File: config.mk
export PLATFORM = sky130hd
export DESIGN_NAME = uaru_receiver
export DESIGN_NICKNAME = d
export VERILOG_FILES = /design/src/hw/uaru_pkg.sv /design/src/hw/uaru_receiver.sv
export SDC_FILE = /design/constraint.sdc
export NUM_CORES = 1
export LEC_CHECK = 0
export ABC_AREA = 1
export CORE_ASPECT_RATIO = 0.6
export CORE_MARGIN = 3
export CORE_UTILIZATION = 40
export CTS_CLUSTER_SIZE = 30
export DETAILED_ROUTE_END_ITERATION = 10
export DONT_BUFFER_PORTS = 1
export SETUP_SLACK_MARGIN = 0.5
export SKIP_CTS_REPAIR_TIMING = 1
export SLEW_MARGIN = 20
export SYNTH_ARGS = -nofsm -noshare
export SYNTH_HDL_FRONTEND = slang
export SYNTH_SLANG_ARGS = --single-unit
File: constraint.sdc
create_clock -name clk -period 3 [get_ports clk]
set_clock_uncertainty 0.2 [all_clocks]
set_input_delay 0.6 -clock clk [delete_from_list [all_inputs] [get_ports clk]]
set_output_delay 0.6 -clock clk [all_outputs]
set_load 0.03 [all_outputs]
File: src/hw/uaru_pkg.sv
// Package of constants and types for the asynchronous serial receiver
package uaru_pkg;

  // Register map, byte offsets on the local register port
  localparam int          ADDR_W      = 3;
  localparam logic [2:0]  OFF_RX_CTRL = 3'h0;
  localparam logic [2:0]  OFF_RX_DATA = 3'h1;
  localparam logic [2:0]  OFF_TX_CTRL = 3'h2;
  localparam logic [2:0]  OFF_BAUD    = 3'h3;
  localparam logic [2:0]  OFF_DIV_LO  = 3'h4;
  localparam logic [2:0]  OFF_DIV_HI  = 3'h5;
  localparam logic [2:0]  OFF_IRQ     = 3'h6;

  // Receive control/status bit positions
  localparam int RC_PORT_EN  = 7;
  localparam int RC_NINE     = 6;
  localparam int RC_SINGLE   = 5;
  localparam int RC_CONT     = 4;
  localparam int RC_ADDR_DET = 3;
  localparam int RC_FRAME    = 2;
  localparam int RC_OVERRUN  = 1;
  localparam int RC_NINTH    = 0;

  // Transmit control/status and baud control bits seen here
  localparam int        TC_SYNC     = 4;
  localparam int        TC_SHIFT_MT = 1;
  localparam int        BC_IDLE     = 6;
  localparam logic [7:0] BC_WR_MASK = 8'h1B;
  localparam logic [7:0] TC_WR_MASK = 8'hFD;

  // Interrupt control bits
  localparam int IC_RX_EN   = 0;
  localparam int IC_PERI_EN = 1;
  localparam int IC_GLOB_EN = 2;
  localparam int IC_PENDING = 3;

  // Bit timing in oversample ticks
  localparam int          OVERSAMPLE = 16;
  localparam logic [3:0]  SMP_FIRST  = 4'h7;
  localparam logic [3:0]  SMP_LAST   = 4'h9;
  localparam logic [3:0]  BITS_EIGHT = 4'h8;
  localparam logic [3:0]  BITS_NINE  = 4'h9;

  // FIFO occupancy
  localparam logic [1:0]  FIFO_FULL  = 2'h2;

  // One received character as it sits in the FIFO
  typedef struct packed {
    logic       frame_err;
    logic       ninth;
    logic [7:0] data;
  } uaru_entry_t;

  // Receive control fields written by software
  typedef struct packed {
    logic port_en;
    logic nine;
    logic single;
    logic cont;
    logic addr_det;
  } uaru_rxctl_t;

endpackage : uaru_pkg

File: src/hw/uaru_receiver.sv
// Asynchronous serial receiver with two-entry FIFO and register port
//
// Decided for this implementation: the plain strobed port and the address map.
`timescale 1ns/100ps

module uaru_receiver #(
  parameter int ADDR_W = uaru_pkg::ADDR_W
) (
  // Clock and reset
  input  wire logic              clk,
  input  wire logic              srst,
  // Serial side
  input  wire logic              receive_pin,
  input  wire logic              baud_tick16,
  // Register port
  input  wire logic [ADDR_W-1:0] addr,
  input  wire logic [7:0]        wr_data,
  input  wire logic              wr_en,
  input  wire logic              rd_en,
  output logic [7:0]             rd_data,
  // Status out
  output logic                   rx_pending_flag,
  output logic                   rx_irq
);

  // Elaboration check: every register offset must still decode
  if (ADDR_W < uaru_pkg::ADDR_W) begin : g_addr_chk
    $error("uaru_receiver: ADDR_W too small for register map");
  end

  typedef enum logic [1:0] {
    ST_IDLE,
    ST_START,
    ST_DATA,
    ST_STOP
  } uaru_state_t;

  // Majority of three samples
  function automatic logic maj3(input logic [2:0] s);
    maj3 = (s[0] & s[1]) | (s[0] & s[2]) | (s[1] & s[2]);
  endfunction : maj3

  //////////////////////////////////////////////////////////////////////////
  // Registers

  uaru_pkg::uaru_rxctl_t rxctl;
  logic [7:0]            tx_ctrl;
  logic [7:0]            baud_ctrl;
  logic [7:0]            div_lo;
  logic [7:0]            div_hi;
  logic [2:0]            irq_en;
  logic                  overrun;

  uaru_pkg::uaru_entry_t fifo [2];
  logic                  rd_ptr;
  logic                  wr_ptr;
  logic [1:0]            fifo_cnt;

  uaru_state_t           state;
  uaru_state_t           next_state;
  logic [3:0]            tick_cnt;
  logic [3:0]            next_tick_cnt;
  logic [3:0]            bit_cnt;
  logic [3:0]            next_bit_cnt;
  logic [8:0]            shifter;
  logic [8:0]            next_shifter;
  logic [2:0]            samples;
  logic [2:0]            next_samples;
  logic                  rx_last;
  logic                  char_done;
  logic                  stop_level;

  //////////////////////////////////////////////////////////////////////////
  // Decode

  wire sel_rx_ctrl = addr == ADDR_W'(uaru_pkg::OFF_RX_CTRL);
  wire sel_rx_data = addr == ADDR_W'(uaru_pkg::OFF_RX_DATA);
  wire sel_tx_ctrl = addr == ADDR_W'(uaru_pkg::OFF_TX_CTRL);
  wire sel_baud    = addr == ADDR_W'(uaru_pkg::OFF_BAUD);
  wire sel_div_lo  = addr == ADDR_W'(uaru_pkg::OFF_DIV_LO);
  wire sel_div_hi  = addr == ADDR_W'(uaru_pkg::OFF_DIV_HI);
  wire sel_irq     = addr == ADDR_W'(uaru_pkg::OFF_IRQ);

  // Receiver enabled only in asynchronous mode with both enables
  wire sync_mode = tx_ctrl[uaru_pkg::TC_SYNC];
  wire rx_on     = rxctl.port_en & rxctl.cont & ~sync_mode;

  wire fifo_nonempty = fifo_cnt != 2'h0;
  wire uaru_pkg::uaru_entry_t head = fifo[rd_ptr];

  // Oldest entry's flags; an empty FIFO shows zeros
  wire head_framing_error_flag  = fifo_nonempty & head.frame_err;
  wire head_ninth = fifo_nonempty & head.ninth;

  // A data read pops the oldest character
  wire pop = rd_en & sel_rx_data & fifo_nonempty & rxctl.port_en;

  //////////////////////////////////////////////////////////////////////////
  // Character completion and FIFO admission

  // Eight-bit characters end up in the top eight shifter bits
  wire [7:0] char_low  = rxctl.nine ? shifter[7:0] : shifter[8:1];
  wire       char_ninth = rxctl.nine & shifter[8];

  // In nine-bit mode, address detect drops characters whose ninth bit is clear
  wire keep_char = ~(rxctl.nine & rxctl.addr_det) | char_ninth;

  // A read in the same cycle frees a slot before the push lands
  wire fifo_full = (fifo_cnt == uaru_pkg::FIFO_FULL) & ~pop;
  wire push      = char_done & keep_char & ~fifo_full;
  wire ovr_hit   = char_done & keep_char & fifo_full;

  wire uaru_pkg::uaru_entry_t new_entry = '{
    frame_err: ~stop_level,
    ninth:     char_ninth,
    data:      char_low
  };

  wire [1:0] next_fifo_cnt = fifo_cnt + {1'b0, push} - {1'b0, pop};

  // Pending follows occupancy while the receiver is on, not the interrupt enables
  wire next_pending = rx_on & (next_fifo_cnt != 2'h0);
  wire irq_gate     = &irq_en;

  //////////////////////////////////////////////////////////////////////////
  // Read mux

  wire [7:0] rx_ctrl_rd = {
    rxctl.port_en, rxctl.nine, rxctl.single, rxctl.cont,
    rxctl.addr_det, head_framing_error_flag, overrun, head_ninth
  };
  wire [7:0] baud_rd = (baud_ctrl & uaru_pkg::BC_WR_MASK)
                     | ({7'h00, state == ST_IDLE} << uaru_pkg::BC_IDLE);
  wire [7:0] tx_rd   = tx_ctrl | (8'h01 << uaru_pkg::TC_SHIFT_MT);
  wire [7:0] irq_rd  = {4'h0, rx_pending_flag, irq_en};

  wire [7:0] read_mux = sel_rx_ctrl ? rx_ctrl_rd :
                        sel_rx_data ? head.data & {8{fifo_nonempty}} :
                        sel_tx_ctrl ? tx_rd :
                        sel_baud    ? baud_rd :
                        sel_div_lo  ? div_lo :
                        sel_div_hi  ? div_hi :
                        sel_irq     ? irq_rd : 8'h00;

  //////////////////////////////////////////////////////////////////////////
  // Data recovery state machine

  // Majority over the three ticks around the bit centre
  wire vote      = maj3({samples[1:0], receive_pin});
  wire at_centre = baud_tick16 & (tick_cnt == uaru_pkg::SMP_LAST);
  wire in_window = baud_tick16 & (tick_cnt >= uaru_pkg::SMP_FIRST)
                 & (tick_cnt <= uaru_pkg::SMP_LAST);
  wire [3:0] char_bits = rxctl.nine ? uaru_pkg::BITS_NINE
                                    : uaru_pkg::BITS_EIGHT;

  // Sequencer: counter wraps every 16 ticks, so centres stay one bit apart
  always_comb begin
    next_state    = state;
    next_tick_cnt = tick_cnt;
    next_bit_cnt  = bit_cnt;
    next_shifter  = shifter;
    next_samples  = samples;
    char_done     = 1'b0;
    stop_level    = 1'b1;
    if (in_window) begin
      next_samples = {samples[1:0], receive_pin};
    end
    if (baud_tick16 && state != ST_IDLE) begin
      next_tick_cnt = tick_cnt + 4'h1;
    end
    case (state)
      ST_IDLE: begin
        // Overrun blocks new characters until cleared
        if (rx_on && !overrun && rx_last && !receive_pin) begin
          next_state    = ST_START;
          next_tick_cnt = 4'h0;
        end
      end
      ST_START: begin
        if (at_centre) begin
          next_bit_cnt = 4'h0;
          next_state   = vote ? ST_IDLE : ST_DATA;
        end
      end
      ST_DATA: begin
        if (at_centre) begin
          next_shifter = {vote, shifter[8:1]};
          next_bit_cnt = bit_cnt + 4'h1;
          if (bit_cnt + 4'h1 == char_bits) begin
            next_state = ST_STOP;
          end
        end
      end
      ST_STOP: begin
        // Receiver switched off mid-stop must not push or flag overrun
        if (at_centre && rx_on) begin
          char_done  = 1'b1;
          stop_level = vote;
          next_state = ST_IDLE;
        end
      end
      default: begin
        next_state = ST_IDLE;
      end
    endcase
    if (!rx_on) begin
      next_state = ST_IDLE;
    end
  end

  //////////////////////////////////////////////////////////////////////////
  // Sequencer registers; port disable holds everything idle

  always_ff @(posedge clk) begin
    if (srst || !rxctl.port_en) begin
      state    <= ST_IDLE;
      tick_cnt <= 4'h0;
      bit_cnt  <= 4'h0;
      shifter  <= 9'h000;
      samples  <= 3'h7;
      rx_last  <= 1'b1;
    end else begin
      state    <= next_state;
      tick_cnt <= next_tick_cnt;
      bit_cnt  <= next_bit_cnt;
      shifter  <= next_shifter;
      samples  <= next_samples;
      rx_last  <= receive_pin;
    end
  end

  //////////////////////////////////////////////////////////////////////////
  // FIFO storage and pointers

  always_ff @(posedge clk) begin
    if (push) begin
      fifo[wr_ptr] <= new_entry;
    end
  end

  // Port disable empties the FIFO, which also clears framing status
  always_ff @(posedge clk) begin
    if (srst || !rxctl.port_en) begin
      rd_ptr   <= 1'b0;
      wr_ptr   <= 1'b0;
      fifo_cnt <= 2'h0;
    end else begin
      rd_ptr   <= rd_ptr ^ pop;
      wr_ptr   <= wr_ptr ^ push;
      fifo_cnt <= next_fifo_cnt;
    end
  end

  // Overrun: set wins; cleared by receive enable or port enable low
  always_ff @(posedge clk) begin
    if (srst) begin
      overrun <= 1'b0;
    end else if (ovr_hit) begin
      overrun <= 1'b1;
    end else if (!rxctl.cont || !rxctl.port_en) begin
      overrun <= 1'b0;
    end
  end

  //////////////////////////////////////////////////////////////////////////
  // Software-written registers

  always_ff @(posedge clk) begin
    if (srst) begin
      rxctl     <= '0;
      tx_ctrl   <= 8'h00;
      baud_ctrl <= 8'h00;
      div_lo    <= 8'h00;
      div_hi    <= 8'h00;
      irq_en    <= 3'h0;
    end else if (wr_en) begin
      if (sel_rx_ctrl) rxctl   <= wr_data[7:3];
      if (sel_tx_ctrl) tx_ctrl <= wr_data & uaru_pkg::TC_WR_MASK;
      if (sel_baud)    baud_ctrl <= wr_data & uaru_pkg::BC_WR_MASK;
      if (sel_div_lo)  div_lo  <= wr_data;
      if (sel_div_hi)  div_hi  <= wr_data;
      if (sel_irq)     irq_en  <= wr_data[2:0];
    end
  end

  //////////////////////////////////////////////////////////////////////////
  // Outputs, all registered

  always_ff @(posedge clk) begin
    if (srst) begin
      rd_data         <= 8'h00;
      rx_pending_flag <= 1'b0;
      rx_irq          <= 1'b0;
    end else begin
      rd_data         <= rd_en ? read_mux : 8'h00;
      rx_pending_flag <= next_pending;
      rx_irq          <= next_pending & irq_gate;
    end
  end

  //////////////////////////////////////////////////////////////////////////
  // Checks

  pend_flag_a: assert property (
    @(posedge clk) disable iff (srst)
    (rx_on && fifo_nonempty && !pop) |=> rx_pending_flag
  ) else $error("pending flag missing with unread data");

  irq_gate_a: assert property (
    @(posedge clk) disable iff (srst)
    rx_irq |-> rx_pending_flag && $past(irq_en == 3'h7)
  ) else $error("interrupt without all enables");

  read_pop_a: assert property (
    @(posedge clk) disable iff (srst)
    (pop && !push && rxctl.port_en) |=>
      fifo_cnt == $past(fifo_cnt) - 2'h1 && rd_ptr != $past(rd_ptr)
  ) else $error("data read did not pop");

  ovr_set_a: assert property (
    @(posedge clk) disable iff (srst)
    ovr_hit |=> overrun && fifo_cnt == uaru_pkg::FIFO_FULL
              && state == ST_IDLE
  ) else $error("overrun not flagged on full FIFO");

  ovr_clear_a: assert property (
    @(posedge clk) disable iff (srst)
    $fell(overrun) |-> $past(!rxctl.cont || !rxctl.port_en)
  ) else $error("overrun cleared without disable");

  port_reset_a: assert property (
    @(posedge clk) disable iff (srst)
    !rxctl.port_en |=> fifo_cnt == 2'h0 && !head_framing_error_flag
                     && state == ST_IDLE
  ) else $error("port disable did not reset receiver");

  start_abort_a: assert property (
    @(posedge clk) disable iff (srst)
    (state == ST_START && at_centre && vote && rx_on) |=>
      state == ST_IDLE && $stable(overrun) && $stable(wr_ptr)
  ) else $error("false start not abandoned quietly");

  addr_drop_a: assert property (
    @(posedge clk) disable iff (srst)
    (char_done && rxctl.nine && rxctl.addr_det && !shifter[8]
      && rxctl.port_en) |=> wr_ptr == $past(wr_ptr) && !$rose(overrun)
  ) else $error("data character passed address filter");

  fifo_cap_a: assert property (
    @(posedge clk) disable iff (srst)
    fifo_cnt <= uaru_pkg::FIFO_FULL
  ) else $error("FIFO holds more than two characters");

  push_done_a: assert property (
    @(posedge clk) disable iff (srst)
    push |=> fifo_nonempty && rx_pending_flag
  ) else $error("pushed character not pending");

  stop_frame_a: assert property (
    @(posedge clk) disable iff (srst)
    push |=> fifo[$past(wr_ptr)].frame_err == !$past(stop_level)
  ) else $error("framing bit not stored with character");

  ninth_store_a: assert property (
    @(posedge clk) disable iff (srst)
    (push && rxctl.nine) |=> fifo[$past(wr_ptr)].ninth == $past(shifter[8])
  ) else $error("ninth bit not stored with character");

  ovr_block_a: assert property (
    @(posedge clk) disable iff (srst)
    (overrun && rxctl.port_en) |=> state == ST_IDLE && $stable(wr_ptr)
  ) else $error("character accepted during overrun");

  framing_error_flag_hold_a: assert property (
    @(posedge clk) disable iff (srst)
    (!rx_on && rxctl.port_en && !pop) |=> $stable(head_framing_error_flag)
  ) else $error("framing status moved with receiver off");

endmodule : uaru_receiver

Word level (Yosys, flattened, before mapping)
Memory sizes are Yosys's and may differ from the RTL's. A register that Yosys moved wholly into a read port is not among the register bits.
Index checks and enable logic that the tools add are counted.
{"block": "word_totals", "register_bits": 72, "latchBits": 0, "ramBits": 20, "rom_bits": 0, "in_bits": 17, "out_inout_bits": 10, "memories": 1}
{"block": "op_classes", "n_addsub": 4, "n_mul": 0, "div_mod_pow": 0, "magnitude_cmp": 2, "eq_ne": 17, "n_shift": 0, "mux": 31, "bitwise_logic": 35, "reduce_logical": 30}
{"memory": "fifo", "depth": 2, "word_bits": 10, "read_ports": 1, "rd_ports_with_merged_regs": 1, "wr": 1, "line_no": "uaru_receiver.sv:54", "rtl": "uaru_pkg::uaru_entry_t fifo [2];"}
{"operator": "8-bit two-way mux", "n": 7}
{"operator": "4-bit two-way mux", "n": 6}
{"operator": "1-bit bitwise AND", "n": 21}
{"operator": "2-bit AND reduction", "n": 7}
{"operator": "2-bit two-way mux", "n": 6}
{"operator": "1-bit two-way mux", "n": 10}
{"operator": "2-bit nonzero test", "n": 5}
{"operator": "3-bit equality test (second input constant)", "n": 3}
{"operator": "4-bit by 1-bit adder with 4-bit output (second input constant)", "n": 2}
{"operator": "8-bit bitwise AND", "n": 1}
{"operator": "2-bit != test (second input constant)", "n": 4}
{"operator": "2-bit case mux with 4 select lines", "n": 1}
{"operator": "4-bit case mux with 2 select lines", "n": 1}
{"operator": "1-bit inverter", "n": 7}
{"operator": "5-bit by 7-bit OR with 7-bit output", "n": 1}
{"operator": "2-bit equality test (second input constant)", "n": 3}
{"operator": "3-bit by 2-bit equality test with 1-bit output (second input constant)", "n": 2}
{"operator": "3-bit AND reduction", "n": 2}
{"operator": "1-bit logical AND", "n": 5}
{"operator": "5-bit AND reduction", "n": 1}
{"operator": "4-bit equality test", "n": 1}
{"operator": "4-bit equality test (second input constant)", "n": 1}
{"operator": "4-bit by 3-bit >= comparator with 1-bit output (second input constant)", "n": 1}
{"operator": "4-bit <= comparator (second input constant)", "n": 1}
{"operator": "other kinds (12)", "n": 20}

Longest topological paths before layout
{"block": "depth", "ltp_word": 13, "mapped_depth": 17, "depth_no_buf": 17}

Worst setup path after synthesis
OpenSTA, ideal clock, no wires.
{"block": "synth_path", "path_kind": "input port to flip-flop", "from": "input addr[0]", "to": "register rx_irq", "setup_ps": 111, "t_arrival_ps": 2420, "required_time_ps": 2689, "slack_ps": 268, "cell_stages": 14, "path_buffers": 1, "cell_sequence": "buf_4 > nand3_2 > nor2_4 > nand3_2 > a31oi_2 > inv_1 > ha_1 > inv_1 > ha_1 > xnor2_1 > xor2_1 > nand2_1 > nand2_1 > nor2_1"}
{"block": "synth_between", "elab_chain_cells": 13}
{"item": "start, declared", "line_no": "uaru_receiver.sv:16", "rtl": "input wire logic [ADDR_W-1:0] addr,"}
{"item": "3-bit by 1-bit equality test with 1-bit output (*)", "line_no": "uaru_receiver.sv:77", "rtl": "wire sel_rx_data = addr == ADDR_W'(uaru_pkg::OFF_RX_DATA);"}
{"item": "1-bit bitwise AND (*) (3 in a row)", "line_no": "uaru_receiver.sv:96", "rtl": "wire pop = rd_en & sel_rx_data & fifo_nonempty & rxctl.port_en;"}
{"item": "1-bit inverter", "line_no": "uaru_receiver.sv:109", "rtl": "wire fifo_full = (fifo_cnt == uaru_pkg::FIFO_FULL) & ~pop;"}
{"item": "1-bit bitwise AND", "line_no": "uaru_receiver.sv:109"}
{"item": "1-bit inverter", "line_no": "uaru_receiver.sv:110", "rtl": "wire push = char_done & keep_char & ~fifo_full;"}
{"item": "1-bit bitwise AND", "line_no": "uaru_receiver.sv:110"}
{"item": "2-bit by 1-bit adder with 2-bit output", "line_no": "uaru_receiver.sv:119", "rtl": "wire [1:0] next_fifo_cnt = fifo_cnt + {1'b0, push} - {1'b0, pop};"}
{"item": "2-bit by 1-bit subtractor with 2-bit output (*)", "line_no": "uaru_receiver.sv:119"}
{"item": "2-bit nonzero test (*)", "line_no": "uaru_receiver.sv:122", "rtl": "wire next_pending = rx_on & (next_fifo_cnt != 2'h0);"}
{"item": "1-bit bitwise AND (*)", "line_no": "uaru_receiver.sv:122"}
{"item": "1-bit bitwise AND (*)", "line_no": "uaru_receiver.sv:297", "rtl": "rx_irq <= next_pending & irq_gate;"}
{"item": "end signal, assigned", "line_no": "uaru_receiver.sv:297"}
{"item": "end, declared", "line_no": "uaru_receiver.sv:23", "rtl": "output logic rx_irq"}
Mark *: on every way between the ends. The rest lies on a longest branch, timed or not.
A chain may end at the register's enable or synchronous reset.

Worst setup path in the final report
{"block": "layout_path", "from": "register tick_cnt[1]", "to": "register rx_irq"}
{"block": "layout_between", "elab_chain_cells": 12}
{"item": "start, declared", "line_no": "uaru_receiver.sv:61", "rtl": "logic [3:0] tick_cnt;"}
{"item": "start signal, assigned", "line_no": "uaru_receiver.sv:224", "rtl": "tick_cnt <= next_tick_cnt;"}
{"item": "4-bit equality test", "line_no": "uaru_receiver.sv:150", "rtl": "wire at_centre = baud_tick16 & (tick_cnt == uaru_pkg::SMP_LAST);"}
{"item": "1-bit bitwise AND", "line_no": "uaru_receiver.sv:150"}
{"item": "1-bit logical AND", "line_no": "uaru_receiver.sv:196", "rtl": "if (at_centre && rx_on) begin"}
{"item": "1-bit two-way mux", "line_no": "uaru_receiver.sv:196"}
{"item": "1-bit two-way mux", "line_no": "uaru_receiver.sv:171", "rtl": "case (state)"}
{"item": "1-bit bitwise AND (2 in a row)", "line_no": "uaru_receiver.sv:110"}
{"item": "2-bit by 1-bit adder with 2-bit output", "line_no": "uaru_receiver.sv:119"}
{"item": "2-bit by 1-bit subtractor with 2-bit output", "line_no": "uaru_receiver.sv:119"}
{"item": "2-bit nonzero test", "line_no": "uaru_receiver.sv:122"}
{"item": "1-bit bitwise AND", "line_no": "uaru_receiver.sv:122"}
{"item": "1-bit bitwise AND", "line_no": "uaru_receiver.sv:297"}
Every way passes these cells.

==> summary.md <==
| Metric | Value |
|---|---|
| Overall routed net length | 9.88 mm |
| CTS Buffer Depth | 2 |
| Outcome | finished, final reports clean |
| Post-DP HPWL | roughly 7.4 mm |
| Worst Setup End Kind | register |
| Placed insts | 635 |
| Crit path DAT | 2590 ps |
| Sink Count | 92 |
| Setup Crit Path Kind | register to register |
| PortBufs | 0 |
| Final setup viols | 0 |
| Row cnt | 27 |
| Slew HR | 0.596 |
| Drt via density | 5.22 |
| MaxCap Viol Count | 0 |
| Cell-internal power | 1.86 mW |
| Peak fanout along the critical path | 3 |
| # nets final | ~550 |
| Yosys warns | 0 |
| Met2 wire len | 3.94 mm |
| Max layer used | met4 |
| Combinational power share | 0.031 |
| Maximum vdd drop | 266 uV |
| Post-layout min period | 2550 ps |
| DR DRC count | 0 |
| Syn_nets | 540 |
| Htree depth | 3 |
| Root Buffer | clkbuf_16 |
| Initial detailed-routing violation count | 379 |
| Count of final hold-check violations | 0 |
| Area of the core | about 9500 um^2 |
| Commonest non-fill, non-tap cells in the layout | 111 x nand2_1, 69 x dfxtp_1, 52 x a21oi_1, 50 x inv_1, 50 x nor2_1 |
| Commonest non-fill, non-tap cell in the layout | nand2_1 |
| TNS Setup | 0 ps |
| Min-delay src | srst |
| Hold Path Sink | div_hi[7] |
| Fmax | 0.392 GHz |
| Finished Layout Cells | 655 |
| Clock-pin slew on the worst setup and hold paths | 70 ps |
| Power density over the cells | between 500 and 600 nW/um^2 |
| DRT Pass-1 Iters | 5 |
| Post-synth cell types | 33 |
| Vias in the first global route | just over 3k |
| GRT overflow | 0 |
| Routability cong. | 0.855 |
| Final ANT Viol Nets | 0 |
| Die Height | approximately 84 um |
| Mean routed wirelength per cell | 15.1 um |
| Setup slack, reg-to-reg | ~450 ps |
| Max Slew Vio Count | 0 |
| Largest net degree at the start of global routing | 26 |
| Die Area | approximately 11000 um^2 |
| Final period util | 0.851 |
| First-pass GRT wire length | 15.8 mm |
| Met1 WL | 4.93 mm |
| Starting Density | 0.427 |
| Worst-Skew Late Latency | ~350 ps |
| I/O pin count | 27 |
| Synth Register Bits | 92 |
| # diodes | 0 |
| Die Wd | 136 um |
| Mapped Cells | 515 |
| Routed vias | 3419 |
| Mapped cell area | 4070 um^2 |
| Post-Synthesis Mean Instance Area | 7.90 um^2 |
| Worst slew pin tran | approximately 600 ps |
| Hold path cells | 1 |
| CTS Buf Count | 9 |
| Net load switching power | 0.556 mW |
| Reg2reg end | rx_irq |
| Seq pwr share | 0.532 |
| Gr usage total | 0.178 |
| Sw Share | 0.230 |
| WP data required | 3040 ps |
| Startpoint Class | register |
| Clock network power share | 0.437 |
| Antenna violations before repair | 0 |
| CTS tree | built |
| Leak | 1.68 nW |
| Worst R2R Path Depth | 17 |
| Reg-to-reg startpoint | tick_cnt[1] |
| Layout cells sized above 1 | 0.116 |
| Type of the most critical hold path | input pin to register |
| Area Growth Syn to Fin | 12.7% |
| Metal3 WL | 934 um |
| Unrepaired setup endpoints after global routing | true |
| Seq/Total Area, Yosys | 0.502 |
cell type report:
| type | instances | area, um^2 |
|---|---|---|
| inverter | 58 | 220 |
| tap | 130 | 163 |
| timing repair buffer | 8 | 60.1 |
| clock inverter | 7 | 51.3 |
| clock buffer | 9 | 225 |
| sequential | 92 | 2050 |
| fill | 950 | 4940 |
| multi-input combinational | 351 | 1820 |
per-stage QoR:
stage | hold slack (ps) | cell area, um^2 | setup slack (ps) | utilization | power (mW)
after floorplan | 224 | 4120 | 384 | - | 1.38
after global placement | 237 | 4220 | 282 | 0.443 | 1.39
after detailed placement | 246 | 4220 | 197 | 0.443 | 1.39
after CTS | 107 | 4500 | 205 | 0.472 | 2.43
after global routing | 102 | 4580 | 228 | 0.481 | 2.50
final | 115 | 4580 | 446 | 0.481 | 2.42
cells in the mapped netlist (all sizes together):
| master | n | area [um^2] |
|---|---|---|
| nand2 | 117 | 452 |
| dfxtp | 72 | 1440 |
| inv | 58 | 218 |
| nor2 | 56 | 230 |
| a21oi | 52 | 260 |
| o21ai | 46 | 230 |
| nand3 | 40 | 210 |
| edfxtp | 20 | 601 |
| ha | 8 | 100 |
| buf | 7 | 48.8 |
| clkbuf | 7 | 26.3 |
| nand4 | 5 | 31.3 |
| o211ai | 5 | 37.5 |
| or2 | 5 | 31.3 |
| a31oi | 4 | 31.3 |
| nor3 | 4 | 42.5 |
| xor2 | 3 | 26.3 |
| o2111ai | 2 | 17.5 |
| maj3 | 1 | 10.0 |
| nor4 | 1 | 6.26 |
| o21bai | 1 | 7.51 |
| xnor2 | 1 | 8.76 |
power groups by stage:
| stage | registers, mW | clock network [mW] | logic, mW |
|---|---|---|---|
| detailed placement | 1.31 | 0 | 0.0742 |
| finish | 1.28 | 1.06 | 0.0756 |
| global placement | 1.31 | 0 | 0.0731 |
| floorplan | 1.31 | 0 | 0.0711 |
| CTS | 1.28 | 1.07 | 0.0745 |
| global route | 1.29 | 1.13 | 0.0869 |
layer usage:
layer	vias up	track usage
met1	1582	0.279
met2	119	0.230
li1	1710	-
met4	0	0.0302
met3	8	0.0699
met5	-	0
worst max-delay path, cell delays in order (launching register included):
cell	delay (ps)
dfxtp_2	330
inv_2	70
ha_4	140
nand2_4	50
nor2_4	100
nand2_2	80
nor2_2	120
nand3_2	100
a31oi_4	180
inv_1	60
ha_1	290
inv_2	40
ha_4	150
xnor2_2	130
xor2_1	190
nand2_1	90
nand2_2	70
nor2_1	40
logic make-up (layout without fill, tap and decap cells):
logic type / count (synthesis) / count (layout) / share of synthesized area
and+or+nand+nor: 228 / 228 / 0.247
AOI/OAI and AO/OA: 110 / 110 / 0.144
DFF: 92 / 92 / 0.502
buffers and inverters: 72 / 82 / 0.0720
adders and majority gates: 9 / 9 / 0.0271
xor gates and xnor gates: 4 / 4 / 0.00861
how the worst max path moves through the flow:
stage / start / to / slack, ps / cells past startpoint
3_3_place_gp: baud_tick16 / rx_irq / 280 / 15
3_5_place_dp: baud_tick16 / rx_irq / 200 / 15
4_1_cts: tick_cnt[1] / rx_irq / 200 / 17
2_1_floorplan: addr[0] / rx_irq / 380 / 14
5_1_grt: tick_cnt[1] / rx_irq / 230 / 17
6_report: tick_cnt[1] / rx_irq / 450 / 17
registers in the layout, indices dropped and copies added (netlist names), 3 cells and up, named ones only:
name        flops
irq_en          3
tx_ctrl         7
div_hi          8
fifo           20
div_lo          8
rx_ctrl_rd      5
rd_data         8
tick_cnt        4
bit_cnt         4
baud_ctrl       4
shifter         9
Note: power is estimated with default switching activity, not from simulation.
